--- src/design/cgts_pkg.sv ---
// Purpose: shared constants and types for the clock generator trim/status block
// Assumes: 8-bit register port, byte indices as offsets
// Notes: offsets are indices on the plain register port
package cgts_pkg;

    // ************************************************************
    // register map
    // ************************************************************
    localparam int CGTS_AW = 2;
    localparam int CGTS_DW = 8;
    localparam logic [CGTS_AW-1:0] CGTS_TRIM_OFS = 2'h0;
    localparam logic [CGTS_AW-1:0] CGTS_STAT_OFS = 2'h1;
    localparam logic [CGTS_AW-1:0] CGTS_CTRL_OFS = 2'h2;

    // ************************************************************
    // status/control field positions
    // ************************************************************
    localparam int CGTS_UNLOCK_BIT = 7;
    localparam int CGTS_LOCK_BIT = 6;
    localparam int CGTS_LTYPE_BIT = 5;
    localparam int CGTS_REFSRC_BIT = 4;
    localparam int CGTS_MODE_HI = 3;
    localparam int CGTS_MODE_LO = 2;
    localparam int CGTS_OSCRDY_BIT = 1;
    localparam int CGTS_FINE_BIT = 0;
    localparam int CGTS_IRQEN_BIT = 7;

    // ************************************************************
    // reset and debug defaults
    // ************************************************************
    localparam logic [7:0] CGTS_TRIM_DEBUG = 8'h80;
    localparam logic CGTS_FINE_DEBUG = 1'h0;
    localparam logic [7:0] CGTS_TRIM_RST = 8'h00;

    // ************************************************************
    // system source select encodings
    // ************************************************************
    localparam logic [1:0] CGTS_SRC_LOOP = 2'h0;
    localparam logic [1:0] CGTS_SRC_INT = 2'h1;
    localparam logic [1:0] CGTS_SRC_EXT = 2'h2;

    // operating modes of the generator
    typedef enum logic [2:0] {
        CGTS_FEI, CGTS_FEE, CGTS_FBI, CGTS_FBE,
        CGTS_PEE, CGTS_PBE, CGTS_LPI, CGTS_LPE
    } cgts_mode_t;

endpackage

--- src/design/cgts_top.sv ---
// Purpose: trim storage, lock tracking and status of the clock generator
// Assumes: control fields arrive from registers on this clock
// Notes: lock detector, oscillator and mode status come from other domains
`timescale 1ns/1ps
module cgts_top
    import cgts_pkg::*;
(
    input wire logic i_core_clk,
    input wire logic i_reset_n,
    input wire logic [CGTS_AW-1:0] i_addr,
    input wire logic [CGTS_DW-1:0] i_wr_data,
    input wire logic i_wr_en,
    input wire logic i_rd_en,
    input wire logic i_background_debug_mode,
    input wire logic [7:0] i_factory_trim,
    input wire logic i_factory_fine,
    input wire logic i_loop_type_select,
    input wire logic i_ref_source_select,
    input wire logic [1:0] i_system_source_select,
    input wire logic i_low_power_select,
    input wire logic i_stop_mode,
    input wire logic i_crystal_request,
    input wire logic i_ext_ref_out_enable,
    input wire logic i_dco_max_narrow,
    input wire logic i_dco_range_select,
    input wire logic i_extra_ref_divide,
    input wire logic [2:0] i_ref_divider,
    input wire logic [3:0] i_vco_multiplier,
    input wire logic i_raw_lock,
    input wire logic i_out_of_tolerance,
    input wire logic i_osc_startup_done,
    input wire logic i_loop_type_ack,
    input wire logic i_ref_source_ack,
    input wire logic [1:0] i_source_mode_ack,
    output logic [CGTS_DW-1:0] o_rd_data,
    output logic [7:0] o_trim_code,
    output logic o_fine_period_bit,
    output logic o_irq,
    output logic o_lock_detect_en,
    output logic o_fll_enable,
    output logic o_pll_enable,
    output logic o_crystal_select,
    output logic o_ext_clock_select
);

    // ************************************************************
    // mode decode helpers
    // ************************************************************

    // mode from source select, reference select, loop select, low power
    function automatic cgts_mode_t mode_of(input logic [1:0] src, input logic ref_source_select,
                                           input logic loop_type_select, input logic lp);
        cgts_mode_t m;
        m = CGTS_FEI;
        case (src)
            CGTS_SRC_LOOP: begin
                if (ref_source_select) m = CGTS_FEI;
                else if (loop_type_select) m = CGTS_PEE;
                else m = CGTS_FEE;
            end
            CGTS_SRC_INT: m = lp ? CGTS_LPI : CGTS_FBI;
            CGTS_SRC_EXT: begin
                if (lp) m = CGTS_LPE;
                else if (loop_type_select) m = CGTS_PBE;
                else m = CGTS_FBE;
            end
            default: m = ref_source_select ? CGTS_FEI : (loop_type_select ? CGTS_PEE : CGTS_FEE);
        endcase
        return m;
    endfunction

    // modes that run from the external reference
    function automatic logic ext_mode(input cgts_mode_t m);
        return (m == CGTS_FEE) || (m == CGTS_FBE) || (m == CGTS_PEE) ||
               (m == CGTS_PBE) || (m == CGTS_LPE);
    endfunction

    // modes that run from the internal reference
    function automatic logic int_mode(input cgts_mode_t m);
        return (m == CGTS_FEI) || (m == CGTS_FBI) || (m == CGTS_LPI);
    endfunction

    // ************************************************************
    // cross-domain inputs
    // ************************************************************
    logic [6:0] async_in;
    logic [6:0] sync_out;
    logic lock_s;
    logic tol_s;
    logic startup_s;
    logic ltype_s;
    logic refsrc_s;
    logic [1:0] mode_s;

    assign async_in = {i_source_mode_ack, i_ref_source_ack, i_loop_type_ack,
                       i_osc_startup_done, i_out_of_tolerance, i_raw_lock};

    cgts_sync #(
        .WIDTH(7)
    ) u_sync (
        .i_core_clk(i_core_clk),
        .i_reset_n(i_reset_n),
        .i_async(async_in),
        .o_sync(sync_out)
    );

    assign lock_s = sync_out[0];
    assign tol_s = sync_out[1];
    assign startup_s = sync_out[2];
    assign ltype_s = sync_out[3];
    assign refsrc_s = sync_out[4];
    assign mode_s = sync_out[6:5];

    // ************************************************************
    // state
    // ************************************************************
    logic load_pend_q, load_pend_d;
    logic [7:0] trim_q, trim_d;
    logic fine_q, fine_d;
    logic irq_en_q, irq_en_d;
    logic unlock_q, unlock_d;
    logic locked_once_q, locked_once_d;
    logic hold_q, hold_d;
    logic lock_q, lock_d;
    logic osc_rdy_q, osc_rdy_d;
    logic irq_q, irq_d;
    logic det_en_q, det_en_d;
    logic fll_en_q, fll_en_d;
    logic pll_en_q, pll_en_d;
    logic xtal_q, xtal_d;
    logic ext_clk_q, ext_clk_d;
    logic [CGTS_DW-1:0] rd_q, rd_d;
    cgts_mode_t mode_prev_q;
    logic stop_prev_q;
    logic [13:0] ctl_prev_q;
    logic [7:0] trim_prev_q;

    cgts_mode_t mode_now;
    logic low_pwr_now;
    logic wr_stat;
    logic fll_fed_chg;
    logic pll_fed_chg;
    logic relock_evt;

    // current operating mode
    assign mode_now = mode_of(i_system_source_select, i_ref_source_select,
                              i_loop_type_select, i_low_power_select);
    assign low_pwr_now = (mode_now == CGTS_LPI) || (mode_now == CGTS_LPE) || i_stop_mode;
    assign wr_stat = i_wr_en && (i_addr == CGTS_STAT_OFS);

    // ************************************************************
    // lock-relevant change detection
    // ************************************************************

    // fll side fields; trim counts only in internal fll modes
    always_comb begin
        fll_fed_chg = 1'b0;
        pll_fed_chg = 1'b0;
        if ((mode_now == CGTS_FEE) || (mode_now == CGTS_FBE) ||
            (mode_now == CGTS_FEI) || (mode_now == CGTS_FBI)) begin
            fll_fed_chg = (ctl_prev_q[2:0] != {i_dco_max_narrow, i_dco_range_select,
                                               i_ref_source_select});
        end
        if ((mode_now == CGTS_FEE) || (mode_now == CGTS_FBE)) begin
            fll_fed_chg = fll_fed_chg || (ctl_prev_q[3] != i_extra_ref_divide) ||
                          (ctl_prev_q[6:4] != i_ref_divider);
        end
        if ((mode_now == CGTS_FEI) || (mode_now == CGTS_FBI)) begin
            fll_fed_chg = fll_fed_chg || (trim_prev_q != trim_q);
        end
        if ((mode_now == CGTS_PEE) || (mode_now == CGTS_PBE)) begin
            pll_fed_chg = (ctl_prev_q[6:4] != i_ref_divider) ||
                          (ctl_prev_q[10:7] != i_vco_multiplier);
        end
    end

    // any event that drops lock until the detector sees it again
    assign relock_evt = fll_fed_chg || pll_fed_chg ||
                        (ctl_prev_q[11] != i_loop_type_select) ||
                        (low_pwr_now && !(mode_prev_q == CGTS_LPI ||
                         mode_prev_q == CGTS_LPE || stop_prev_q));

    // ************************************************************
    // next-state logic
    // ************************************************************
    always_comb begin
        load_pend_d = 1'b0;
        trim_d = trim_q;
        fine_d = fine_q;
        irq_en_d = irq_en_q;
        // factory load one cycle after reset release, overrides writes
        if (load_pend_q) begin
            trim_d = i_background_debug_mode ? CGTS_TRIM_DEBUG : i_factory_trim;
            fine_d = i_background_debug_mode ? CGTS_FINE_DEBUG : i_factory_fine;
        end else if (i_wr_en) begin
            // stored values reach here only by software writes
            if (i_addr == CGTS_TRIM_OFS) trim_d = i_wr_data;
            if (i_addr == CGTS_STAT_OFS) fine_d = i_wr_data[CGTS_FINE_BIT];
            if (i_addr == CGTS_CTRL_OFS) irq_en_d = i_wr_data[CGTS_IRQEN_BIT];
        end

        // loops: selection disables the other, low power disables both
        fll_en_d = !i_loop_type_select && !low_pwr_now;
        pll_en_d = i_loop_type_select && !low_pwr_now;
        det_en_d = fll_en_d || pll_en_d;
        xtal_d = i_crystal_request;
        ext_clk_d = !i_crystal_request;

        // hold until detector shows unlock, then relock
        hold_d = hold_q;
        if (relock_evt && (lock_q || hold_q)) hold_d = 1'b1;
        else if (!lock_s) hold_d = 1'b0;
        if (low_pwr_now) hold_d = 1'b1;
        lock_d = det_en_d && lock_s && !hold_d;

        locked_once_d = det_en_q ? (locked_once_q || lock_q) : 1'b0;

        // set wins over a write-one clear
        unlock_d = unlock_q;
        if (wr_stat && i_wr_data[CGTS_UNLOCK_BIT] && unlock_q) unlock_d = 1'b0;
        if (det_en_q && locked_once_q && tol_s) unlock_d = 1'b1;

        irq_d = unlock_d && irq_en_d;

        // oscillator ready tracking
        osc_rdy_d = osc_rdy_q;
        if (!i_crystal_request ||
            (int_mode(mode_now) && !i_ext_ref_out_enable)) begin
            osc_rdy_d = 1'b0;
        end else if ((i_ext_ref_out_enable || ext_mode(mode_now)) && startup_s) begin
            osc_rdy_d = 1'b1;
        end

        // read data valid only in the cycle after the strobe
        rd_d = '0;
        if (i_rd_en) begin
            case (i_addr)
                CGTS_TRIM_OFS: rd_d = trim_q;
                CGTS_STAT_OFS: begin
                    rd_d[CGTS_UNLOCK_BIT] = unlock_q;
                    rd_d[CGTS_LOCK_BIT] = lock_q;
                    rd_d[CGTS_LTYPE_BIT] = ltype_s;
                    rd_d[CGTS_REFSRC_BIT] = refsrc_s;
                    rd_d[CGTS_MODE_HI:CGTS_MODE_LO] = mode_s;
                    rd_d[CGTS_OSCRDY_BIT] = osc_rdy_q;
                    rd_d[CGTS_FINE_BIT] = fine_q;
                end
                CGTS_CTRL_OFS: rd_d[CGTS_IRQEN_BIT] = irq_en_q;
                default: rd_d = '0;
            endcase
        end
    end

    // ************************************************************
    // registers
    // ************************************************************
    always_ff @(posedge i_core_clk or negedge i_reset_n) begin
        if (!i_reset_n) begin
            load_pend_q <= 1'b1;
            trim_q <= CGTS_TRIM_RST;
            fine_q <= CGTS_FINE_DEBUG;
            irq_en_q <= 1'b0;
            unlock_q <= 1'b0;
            locked_once_q <= 1'b0;
            hold_q <= 1'b0;
            lock_q <= 1'b0;
            osc_rdy_q <= 1'b0;
            irq_q <= 1'b0;
            det_en_q <= 1'b0;
            fll_en_q <= 1'b0;
            pll_en_q <= 1'b0;
            xtal_q <= 1'b0;
            ext_clk_q <= 1'b1;
            rd_q <= '0;
            mode_prev_q <= CGTS_FEI;
            stop_prev_q <= 1'b0;
            ctl_prev_q <= '0;
            trim_prev_q <= CGTS_TRIM_RST;
        end else begin
            load_pend_q <= load_pend_d;
            trim_q <= trim_d;
            fine_q <= fine_d;
            irq_en_q <= irq_en_d;
            unlock_q <= unlock_d;
            locked_once_q <= locked_once_d;
            hold_q <= hold_d;
            lock_q <= lock_d;
            osc_rdy_q <= osc_rdy_d;
            irq_q <= irq_d;
            det_en_q <= det_en_d;
            fll_en_q <= fll_en_d;
            pll_en_q <= pll_en_d;
            xtal_q <= xtal_d;
            ext_clk_q <= ext_clk_d;
            rd_q <= rd_d;
            mode_prev_q <= mode_now;
            stop_prev_q <= i_stop_mode;
            ctl_prev_q <= {2'b00, i_loop_type_select, i_vco_multiplier, i_ref_divider,
                           i_extra_ref_divide, i_dco_max_narrow, i_dco_range_select,
                           i_ref_source_select};
            trim_prev_q <= trim_q;
        end
    end

    // ************************************************************
    // outputs, all from flops
    // ************************************************************
    assign o_rd_data = rd_q;
    assign o_trim_code = trim_q;
    assign o_fine_period_bit = fine_q;
    assign o_irq = irq_q;
    assign o_lock_detect_en = det_en_q;
    assign o_fll_enable = fll_en_q;
    assign o_pll_enable = pll_en_q;
    assign o_crystal_select = xtal_q;
    assign o_ext_clock_select = ext_clk_q; // own flop, so the pin never glitches

endmodule

--- src/design/cgts_sync.sv ---
// Purpose: two-flop synchroniser for slow level signals
// Assumes: inputs are levels that stay stable for several clocks
// Notes: bits are synchronised independently, no word coherence
`timescale 1ns/1ps
module cgts_sync #(
    parameter int WIDTH = 1
) (
    input wire logic i_core_clk,
    input wire logic i_reset_n,
    input wire logic [WIDTH-1:0] i_async,
    output logic [WIDTH-1:0] o_sync
);

    logic [WIDTH-1:0] meta_q;
    logic [WIDTH-1:0] meta_d;
    logic [WIDTH-1:0] sync_q;
    logic [WIDTH-1:0] sync_d;

    // first stage only feeds second stage
    always_comb begin
        meta_d = i_async;
        sync_d = meta_q;
    end

    always_ff @(posedge i_core_clk or negedge i_reset_n) begin
        if (!i_reset_n) begin
            meta_q <= '0;
            sync_q <= '0;
        end else begin
            meta_q <= meta_d;
            sync_q <= sync_d;
        end
    end

    assign o_sync = sync_q;

endmodule

--- config.mk ---
export PLATFORM = sky130hd
export DESIGN_NAME = cgts_top
export DESIGN_NICKNAME = d
export VERILOG_FILES = /design/src/design/cgts_pkg.sv /design/src/design/cgts_top.sv /design/src/design/cgts_sync.sv
export SDC_FILE = /design/constraint.sdc
export NUM_CORES = 1
export LEC_CHECK = 0
export CORE_ASPECT_RATIO = 1.1
export CORE_MARGIN = 8
export CORE_UTILIZATION = 54
export CTS_BUF_LIST = sky130_fd_sc_hd__clkbuf_8
export CTS_CLUSTER_DIAMETER = 40
export DETAILED_ROUTE_END_ITERATION = 12
export DONT_BUFFER_PORTS = 1
export GPL_ROUTABILITY_DRIVEN = 0
export PLACE_DENSITY = 0.75
export SYNTH_ARGS = -nofsm -noshare
export SYNTH_HDL_FRONTEND = slang
export SYNTH_HIERARCHICAL = 1
export SYNTH_SLANG_ARGS = --single-unit
export TNS_END_PERCENT = 50
--- constraint.sdc ---
create_clock -name i_core_clk -period 1.5 [get_ports i_core_clk]
set_input_delay 0.15 -clock i_core_clk [delete_from_list [all_inputs] [get_ports i_core_clk]]
set_output_delay 0.15 -clock i_core_clk [all_outputs]
set_load 0.02 [all_outputs]
==> results of run 1 <==
==> repair_timing <==
item / 4_1_cts / 5_1_grt
resized for setup: 0 / 3
endpoints found under the setup margin: 2 / 13
buffers inserted: 0 / 0
hold endpoints to repair: 97 / 66
==> logic make-up (layout without fill, tap and decap cells) <==
kind of cell | Yosys count | after routing | synth area share (%)
XOR/XNOR | 20 | 20 | 7.25
other | 1 | 1 | 0.149
AND/OR/NAND/NOR | 50 | 50 | 10.9
AO/OA/AOI/OAI | 38 | 38 | 10.0
adder cells (fa/ha/maj) | 2 | 2 | 0.993
multiplexers | 11 | 11 | 4.42
buffers and inverters | 17 | 66 | 2.58
flip-flops | 64 | 64 | 63.7
==> synthesized netlist by cell type, drive strengths merged (2+ instances only) <==
cell type and n:
inv 12, dfrtp 62, xor2 15, dfstp 2
nor3b 2, nor2 11, buf 2, nand2 12
ha 2, nor4 4, clkbuf 3, mux2i 10
nand3b 2, nor2b 10, and2 4, xnor2 5
o21ai 16, a21oi 9
==> per-stage QoR <==
stage / TNS, ns / hold slack, ns / setup WS (ns) / std cells
6_report: -0.414 / -0.502 / -0.222 / 308
5_1_grt: -0.635 / -0.526 / -0.314 / 308
4_1_cts: -0.444 / -0.515 / -0.242 / 308
3_5_place_dp: -0.487 / -0.143 / -0.220 / 266
3_3_place_gp: -0.151 / -0.143 / -0.0772 / 266
2_1_floorplan: -0.000437 / -0.146 / -0.000437 / 203
==> state kept, by name, indices dropped and copies added (netlist names), 7 cells and up <==
register and flops:
o_rd_data 8, u_sync/o_sync 7, o_trim_code 8, u_sync/meta_q 7
trim_prev_q 8, ctl_prev_q 12
==> metal layers <==
layer | vias up | GRT usage [%] | part of all wire, %
met2 | 83 | 28.1 | 49
met4 | 0 | 9.27 | 2.6
met3 | 18 | 7.49 | 9.3
met5 | - | 0 | 0
met1 | 822 | 18.3 | 39
li1 | 775 | - | -
==> cell type report <==
cell class | count | area [µm²]
Clock buffer | 10 | 138
Inverter | 12 | 45.0
Fill cell | 337 | 1440
Clock inverter | 6 | 31.3
Sequential cell | 64 | 1610
Tap cell | 56 | 70.1
Multi-Input combinational cell | 122 | 876
Timing Repair Buffer | 38 | 350
==> power by group through the flow <==
stage | sequential [µW] | combinational [µW] | clock [µW]
after floorplan | 1990 | 223 | 0
after global placement | 1960 | 346 | 0
after detailed placement | 1970 | 359 | 0
after CTS | 1940 | 424 | 1260
after global routing | 1950 | 470 | 1350
final | 1940 | 427 | 1230
==> worst max-delay path, cell delays in order (launching register included) <==
cell	delay, ns
dfrtp_1	0.39
xor2_1	0.17
nor4_2	0.31
o2111ai_1	0.16
a2111oi_2	0.37
o211ai_1	0.15
==> path summary, 6_finish.rpt <==
kind,end,depth (start not counted)
hold reg to reg,u_sync/o_sync[1],0
hold / removal,ctl_prev_q[3],0
setup reg to reg,hold_q,5
setup / recovery,hold_q,5
max in group asynchronous,load_pend_q,0
min in group i_core_clk,o_lock_detect_en,1
==> flow_summary.json, run 1 <==
{
  "fin_ws_ns": -0.222,
  "drt_wl_total_um": 5790,
  "ys_types": 44,
  "ant_nets": 0,
  "ys_async_sr_fraction_pct": 100,
  "cts_root_buf": "clkbuf_8",
  "p_sw_uw": 917,
  "setup_viol": 2,
  "cts_buffer_depth": 2,
  "avgSynthCellArea_um2": 12.4,
  "synth_ff_type": "dfrtp_1",
  "arrival_ns": 1.90,
  "grt_pass1_wl_um": 9180,
  "floorplan.initialDensity_pct": 55.3,
  "final_common_cell": "dfrtp_1",
  "synth_edf_count": 0,
  "regToRegStartpoint": "ctl_prev_q[4]",
  "area_growth_pct": 23.8,
  "grt_usage_pct": 17.2,
  "core_um2": 4550,
  "rrSetupSlack_ns": -0.22,
  "p_leak_uw": 0.00143,
  "whs_ns": -0.502,
  "cts_hold_buf": 26,
  "synth_area_leaders": "dfrtp_1, xor2_1, mux2i_1",
  "cts-htree-levels": 3,
  "grt_pass1_vias": 1942,
  "cts_sinks": 64,
  "ios": 72,
  "dieHeight_um": 87.6,
  "pwr-share-clk_pct": 34.2,
  "endpoint_kind": "flip-flop",
  "fmaxAchievable_ghz": 0.581,
  "worstPathRequired_ns": 1.68,
  "ys_seq_area_share_pct": 63.7,
  "rsz0062_at_grt": "true",
  "p_total_uw": 3600,
  "fin_area_um2": 3120,
  "grt_antenna_before_repair": 0,
  "io_buffers": 0,
  "min_period_ns": 1.72,
  "synth_cells": 203,
  "crit_start": "ctl_prev_q[4]",
  "placed_area_um2": 2680,
  "cts_inserted_buffers": 9,
  "hp-class": "input pin to asynchronous set/reset pin",
  "die_x_um": 81.1,
  "ir_drop_mv": 0.785,
  "violations": "hold timing, setup timing",
  "clock_skew_ns": 0.0156,
  "ys_ff_latch": 64,
  "final_util_pct": 68.5,
  "synth.top_cell.area_share_pct": 61.6,
  "hold_viol": 65,
  "grt_overflow": 0,
  "post-route-period-util_pct": 115,
  "viasPerCell": 5.51,
  "dp_hpwl_um": 3990,
  "seqPwrFrac_pct": 53.9,
  "start_kind": "flip-flop",
  "drv_cap": 0,
  "yosysTopAreaCell": "dfrtp_1",
  "cts_tree": "built",
  "drc": 0,
  "final_cell_mix": "dfrtp_1, dlygate4sd3_1, xor2_1",
  "drive_above_1_share_pct": 16.7,
  "die_area_um2": 7110,
  "rows": 26,
  "crit_fanout": 2,
  "syn-num-nets": 254,
  "outcome": "finished with violations",
  "switching_share_pct": 25.5,
  "worstSkewPairLatency_ns": 0.34,
  "p_int_uw": 2680,
  "wl_per_cell_um": 18.8,
  "netlist_area_um2": 2520,
  "drtIter0Drc": 80,
  "grt_max_degree": 65,
  "p_comb_share_pct": 11.9,
  "dr_total_vias": 1698,
  "p_per_area_nw_per_um2": 1150,
  "antenna_cells": 0,
  "slew_violations": 0,
  "worstSetupPathType": "flip-flop to flip-flop",
  "synth_warnings": 6,
  "clkTransAtPathRegs_ns": 0.07,
  "nets": 298,
  "first_pass_iters": 5
}
No activity file was read; power rests on OpenSTA's default activity.
==> inputs of run 2 (changes only) <==
--- a/config.mk
+++ b/config.mk
@@ -14,6 +14,7 @@
 export DONT_BUFFER_PORTS = 1
 export GPL_ROUTABILITY_DRIVEN = 0
 export PLACE_DENSITY = 0.75
+export SETUP_SLACK_MARGIN = 0.2
 export SYNTH_ARGS = -nofsm -noshare
 export SYNTH_HDL_FRONTEND = slang
 export SYNTH_HIERARCHICAL = 1
==> flow_summary.json, run 2 (same netlist as run 1, synthesis figures left out) <==
{
  "outcome": "finished with violations",
  "violations": "hold timing, setup timing",
  "place_inst": 267,
  "final_cell_mix": "dfrtp_1, dlygate4sd3_1, xor2_1",
  "regToRegStartpoint": "ctl_prev_q[4]",
  "cts_inserted_buffers": 9,
  "critical_path.top_delay_family": "compound AO/OA/AOI/OAI gates",
  "slowest_stage": "dfrtp_1",
  "drtIter0Drc": 72,
  "p_sw_uw": 907,
  "clock_skew_ns": 0.00849,
  "area_growth_pct": 25.6,
  "grt_max_degree": 65,
  "dieHeight_um": 87.6,
  "rrSetupSlack_ns": -0.17,
  "fin_area_um2": 3160,
  "die_area_um2": 7110,
  "floorplan.initialDensity_pct": 55.3,
  "min_period_ns": 1.67,
  "grt_overflow": 0,
  "max_stage_delay_ns": 0.37,
  "cts_root_buf": "clkbuf_8",
  "final_util_pct": 69.5,
  "dp_hpwl_um": 3980,
  "seqPwrFrac_pct": 50.8,
  "grt_antenna_before_repair": 0,
  "ios": 72,
  "core_um2": 4550,
  "fmaxAchievable_ghz": 0.598,
  "ir_drop_mv": 0.919,
  "viasPerCell": 5.35,
  "post_cts_buffers": 0,
  "stdcell_count": 308,
  "hold_viol": 65,
  "cts_buffer_depth": 2,
  "dr_total_vias": 1649,
  "drive_above_1_share_pct": 19.4,
  "p_comb_share_pct": 11.5,
  "setup_viol": 2,
  "wl_per_cell_um": 18.6,
  "fillers": 336,
  "cts-htree-levels": 3,
  "clkTransAtPathRegs_ns": 0.07,
  "reg2reg_to": "hold_q",
  "p_int_uw": 2900,
  "drv_cap": 0,
  "path_cells": "xor2_1 -> nor4_2 -> o2111ai_1 -> a2111oi_2 -> o211ai_1",
  "worstPathRequired_ns": 1.68,
  "worstSetupPathType": "flip-flop to flip-flop",
  "die_x_um": 81.1,
  "nets": 298,
  "largest_register_ffs": 12,
  "final_common_cell": "dfrtp_1",
  "slew_violations": 0,
  "fin_ws_ns": -0.173,
  "top_register": "ctl_prev_q",
  "ant_nets": 0,
  "drc": 0,
  "first_pass_iters": 4,
  "cts_hold_buf": 25,
  "ff2ff_path_depth": 5,
  "drt_wl_total_um": 5740,
  "switching_share_pct": 23.8,
  "post-route-period-util_pct": 112,
  "antenna_cells": 0,
  "cp_num_buf_inv": 0,
  "grt_usage_pct": 17.3,
  "grt_pass1_vias": 1861,
  "pwr-share-clk_pct": 37.7,
  "rsz0062_at_grt": "true",
  "p_leak_uw": 0.00146,
  "cts_tree": "built",
  "grt_pass1_wl_um": 9160,
  "rows": 26,
  "io_buffers": 0,
  "crit_fanout": 2,
  "endpoint_kind": "flip-flop",
  "start_kind": "flip-flop",
  "hp-class": "input pin to asynchronous set/reset pin",
  "placed_area_um2": 2680,
  "whs_ns": -0.495,
  "arrival_ns": 1.85,
  "cts_sinks": 64,
  "p_per_area_nw_per_um2": 1200,
  "worstSkewPairLatency_ns": 0.33
}
-- run 2: repair_timing --
| item | 4_1_cts | 5_1_grt |
|---|---|---|
| endpoints found under the hold margin | 98 | 65 |
| pin swaps | 1 | 2 |
| resized for setup | 3 | 8 |
| endpoints found under the setup margin | 11 | 12 |
-- run 2: area by class of cell --
class	count	area (µm²)	share of cell area, %
Inverter	12	45.0	1.42
Clock inverter	5	47.5	1.50
Clock buffer	11	151	4.78
Tap cell	56	70.1	2.21
Multi-Input combinational cell	122	891	28.2
Sequential cell	64	1610	50.9
Timing Repair Buffer	38	350	11.1
-- run 2: how the worst max path moves through the flow --
stage / from / to / depth (start not counted)
2_1_floorplan: ctl_prev_q[4] / lock_q / 5
3_3_place_gp: ctl_prev_q[4] / hold_q / 5
3_5_place_dp: ctl_prev_q[4] / hold_q / 5
4_1_cts: ctl_prev_q[4] / hold_q / 5
5_1_grt: ctl_prev_q[4] / hold_q / 5
6_report: ctl_prev_q[4] / hold_q / 5
-- run 2: power groups by stage --
stage	Clock (µW)	Combinational (µW)	Sequential, µW
floorplan	0	223	1990
global placement	0	352	1960
detailed placement	0	366	1970
CTS	1480	431	1940
global route	1560	486	1950
finish	1440	437	1940
-- run 2: metrics by stage --
step / worst slack [ns] / hold WS, ns / TNS, ns / total power (µW)
2_1_floorplan: -0.000437 / -0.146 / -0.000437 / 2210
3_3_place_gp: -0.0690 / -0.143 / -0.134 / 2310
3_5_place_dp: -0.156 / -0.143 / -0.332 / 2330
4_1_cts: -0.179 / -0.511 / -0.330 / 3850
5_1_grt: -0.299 / -0.521 / -0.596 / 4000
6_report: -0.173 / -0.495 / -0.339 / 3810
-- run 2: layer usage --
metal / share of wire [%] / up-vias / track usage (%) / routed length [µm]
li1: - / 772 / - / -
met2: 51 / 61 / 28.9 / 2950
met5: 0 / - / 0 / 0
met4: 2.6 / 0 / 9.27 / 147
met1: 37 / 802 / 17.7 / 2120
met3: 9.1 / 14 / 7.91 / 523
==> inputs of run 3 (changes only) <==
--- a/config.mk
+++ b/config.mk
@@ -14,6 +14,7 @@
 export DONT_BUFFER_PORTS = 1
 export GPL_ROUTABILITY_DRIVEN = 0
 export PLACE_DENSITY = 0.75
+export REMOVE_ABC_BUFFERS = 1
 export SETUP_SLACK_MARGIN = 0.2
 export SYNTH_ARGS = -nofsm -noshare
 export SYNTH_HDL_FRONTEND = slang
==> flow_summary.json, run 3 (same netlist as run 1, synthesis figures left out) <==
{
  "drtIter0Drc": 53,
  "drive_above_1_share_pct": 18.3,
  "p_per_area_nw_per_um2": 1190,
  "core_um2": 4550,
  "reg2reg_to": "lock_q",
  "wl_per_cell_um": 17.3,
  "ant_nets": 0,
  "floorplan.initialDensity_pct": 55.3,
  "rrSetupSlack_ns": -0.16,
  "grt_usage_pct": 15.9,
  "rows": 26,
  "arrival_ns": 1.93,
  "start_kind": "flip-flop",
  "ios": 72,
  "worst_pin_slew_ns": 0.516,
  "seqPwrFrac_pct": 51.5,
  "grt_pass1_wl_um": 8380,
  "cts-htree-levels": 3,
  "crit_fanout": 2,
  "post-route-period-util_pct": 111,
  "grt_pass1_vias": 1810,
  "placed_area_um2": 2670,
  "setup_viol": 2,
  "dr_total_vias": 1647,
  "tns_ns": -0.318,
  "worstPathRequired_ns": 1.77,
  "cts_inserted_buffers": 9,
  "drt_wl_total_um": 5320,
  "whs_ns": -0.488,
  "area_growth_pct": 25.4,
  "violations": "hold timing, setup timing",
  "dieHeight_um": 87.6,
  "p_sw_uw": 933,
  "fin_area_um2": 3160,
  "grt_antenna_before_repair": 0,
  "fmaxAchievable_ghz": 0.601,
  "io_buffers": 0,
  "drv_cap": 0,
  "largest_register_ffs": 12,
  "cts_root_buf": "clkbuf_8",
  "ir_drop_mv": 0.633,
  "hold_viol": 66,
  "die_x_um": 81.1,
  "min_period_ns": 1.66,
  "slew_violations": 0,
  "grt_max_degree": 65,
  "slew_headroom_pct": 65.6,
  "antenna_cells": 0,
  "final_common_cell": "dfrtp_1",
  "rsz0062_at_grt": "true",
  "die_area_um2": 7110,
  "fin_ws_ns": -0.163,
  "p_comb_share_pct": 11.9,
  "pwr-share-clk_pct": 36.6,
  "hp-class": "input pin to asynchronous set/reset pin",
  "fillers": 321,
  "grt_overflow": 0,
  "viasPerCell": 5.36,
  "outcome": "finished with violations",
  "endpoint_kind": "flip-flop",
  "nets": 297,
  "clkTransAtPathRegs_ns": 0.07,
  "cts_tree": "built",
  "ff2ff_path_depth": 5,
  "clock_skew_ns": 0.00711,
  "drc": 0,
  "p_leak_uw": 0.00146,
  "top_register": "ctl_prev_q",
  "switching_share_pct": 24.9,
  "worstSkewPairLatency_ns": 0.32,
  "cts_sinks": 64,
  "worstSetupPathType": "flip-flop to flip-flop",
  "cts_buffer_depth": 2,
  "final_cell_mix": "dfrtp_1, dlygate4sd3_1, xor2_1",
  "cts_hold_buf": 24,
  "first_pass_iters": 6,
  "p_int_uw": 2810,
  "dp_hpwl_um": 3680,
  "regToRegStartpoint": "ctl_prev_q[3]",
  "final_util_pct": 69.4
}
run 3: cell count changes in the layout (fill, tap and decap cells not counted), moves of 2 or more:
cell / change
clkinvlp_4: +2
dfrtp_1: +4
dfrtp_2: -4
clkbuf_8: -2
run 3: area by class of cell:
cell class	instances	area (µm²)	area share, %
flip-flops and latches	64	1600	50.8
multi-input cells	122	912	28.9
repair buffers	37	340	10.8
clock buffers	9	124	3.92
well taps	56	70.1	2.22
clock inverters	7	63.8	2.02
inverters	12	45.0	1.43
run 3: worst max-delay path by stage:
stage / startpoint / cells after the start / end
floorplan: i_system_source_select[0] / 7 / lock_q
global placement: i_system_source_select[0] / 7 / lock_q
detailed placement: i_system_source_select[0] / 7 / hold_q
CTS: ctl_prev_q[3] / 5 / lock_q
global route: ctl_prev_q[3] / 5 / lock_q
finish: ctl_prev_q[3] / 5 / lock_q
run 3: power by group through the flow:
stage	combinational, µW	clock [µW]	sequential, µW
after floorplan	205	0	1990
after global placement	351	0	1960
after detailed placement	358	0	1960
after CTS	422	1430	1930
after global routing	493	1500	1940
final	447	1370	1930
run 3: timing repair:
| item | in CTS | in global routing |
|---|---|---|
| setup endpoints to repair | 11 | 9 |
| pin swaps | 4 | 1 |
| resized for setup | 3 | 13 |
| endpoints found under the hold margin | 99 | 66 |
| setup buffers | 0 | 0 |
run 3: layer usage:
metal  track usage [%]  share of wire (%)  vias up
met3              6.16                8.9        7
met1              16.6                 38      797
met4              8.13                1.3        0
li1                  -                  -      777
met2              26.9                 52       66
met5                 0                  0        -
run 3: per-stage QoR:
step | setup WS (ns) | total power (µW) | hold WS, ns | std cells
after floorplan | -0.0933 | 2200 | -0.146 | 198
after global placement | -0.204 | 2310 | -0.144 | 267
after detailed placement | -0.272 | 2320 | -0.144 | 267
after CTS | -0.216 | 3780 | -0.512 | 307
after global routing | -0.236 | 3930 | -0.512 | 307
final | -0.163 | 3750 | -0.488 | 307
run 3: critical path, stage by stage (launching register included):
cell	delay, ns
dfrtp_1	0.38
xor2_1	0.15
nor4_2	0.30
o2111ai_1	0.19
a2111oi_4	0.37
o2111a_1	0.21
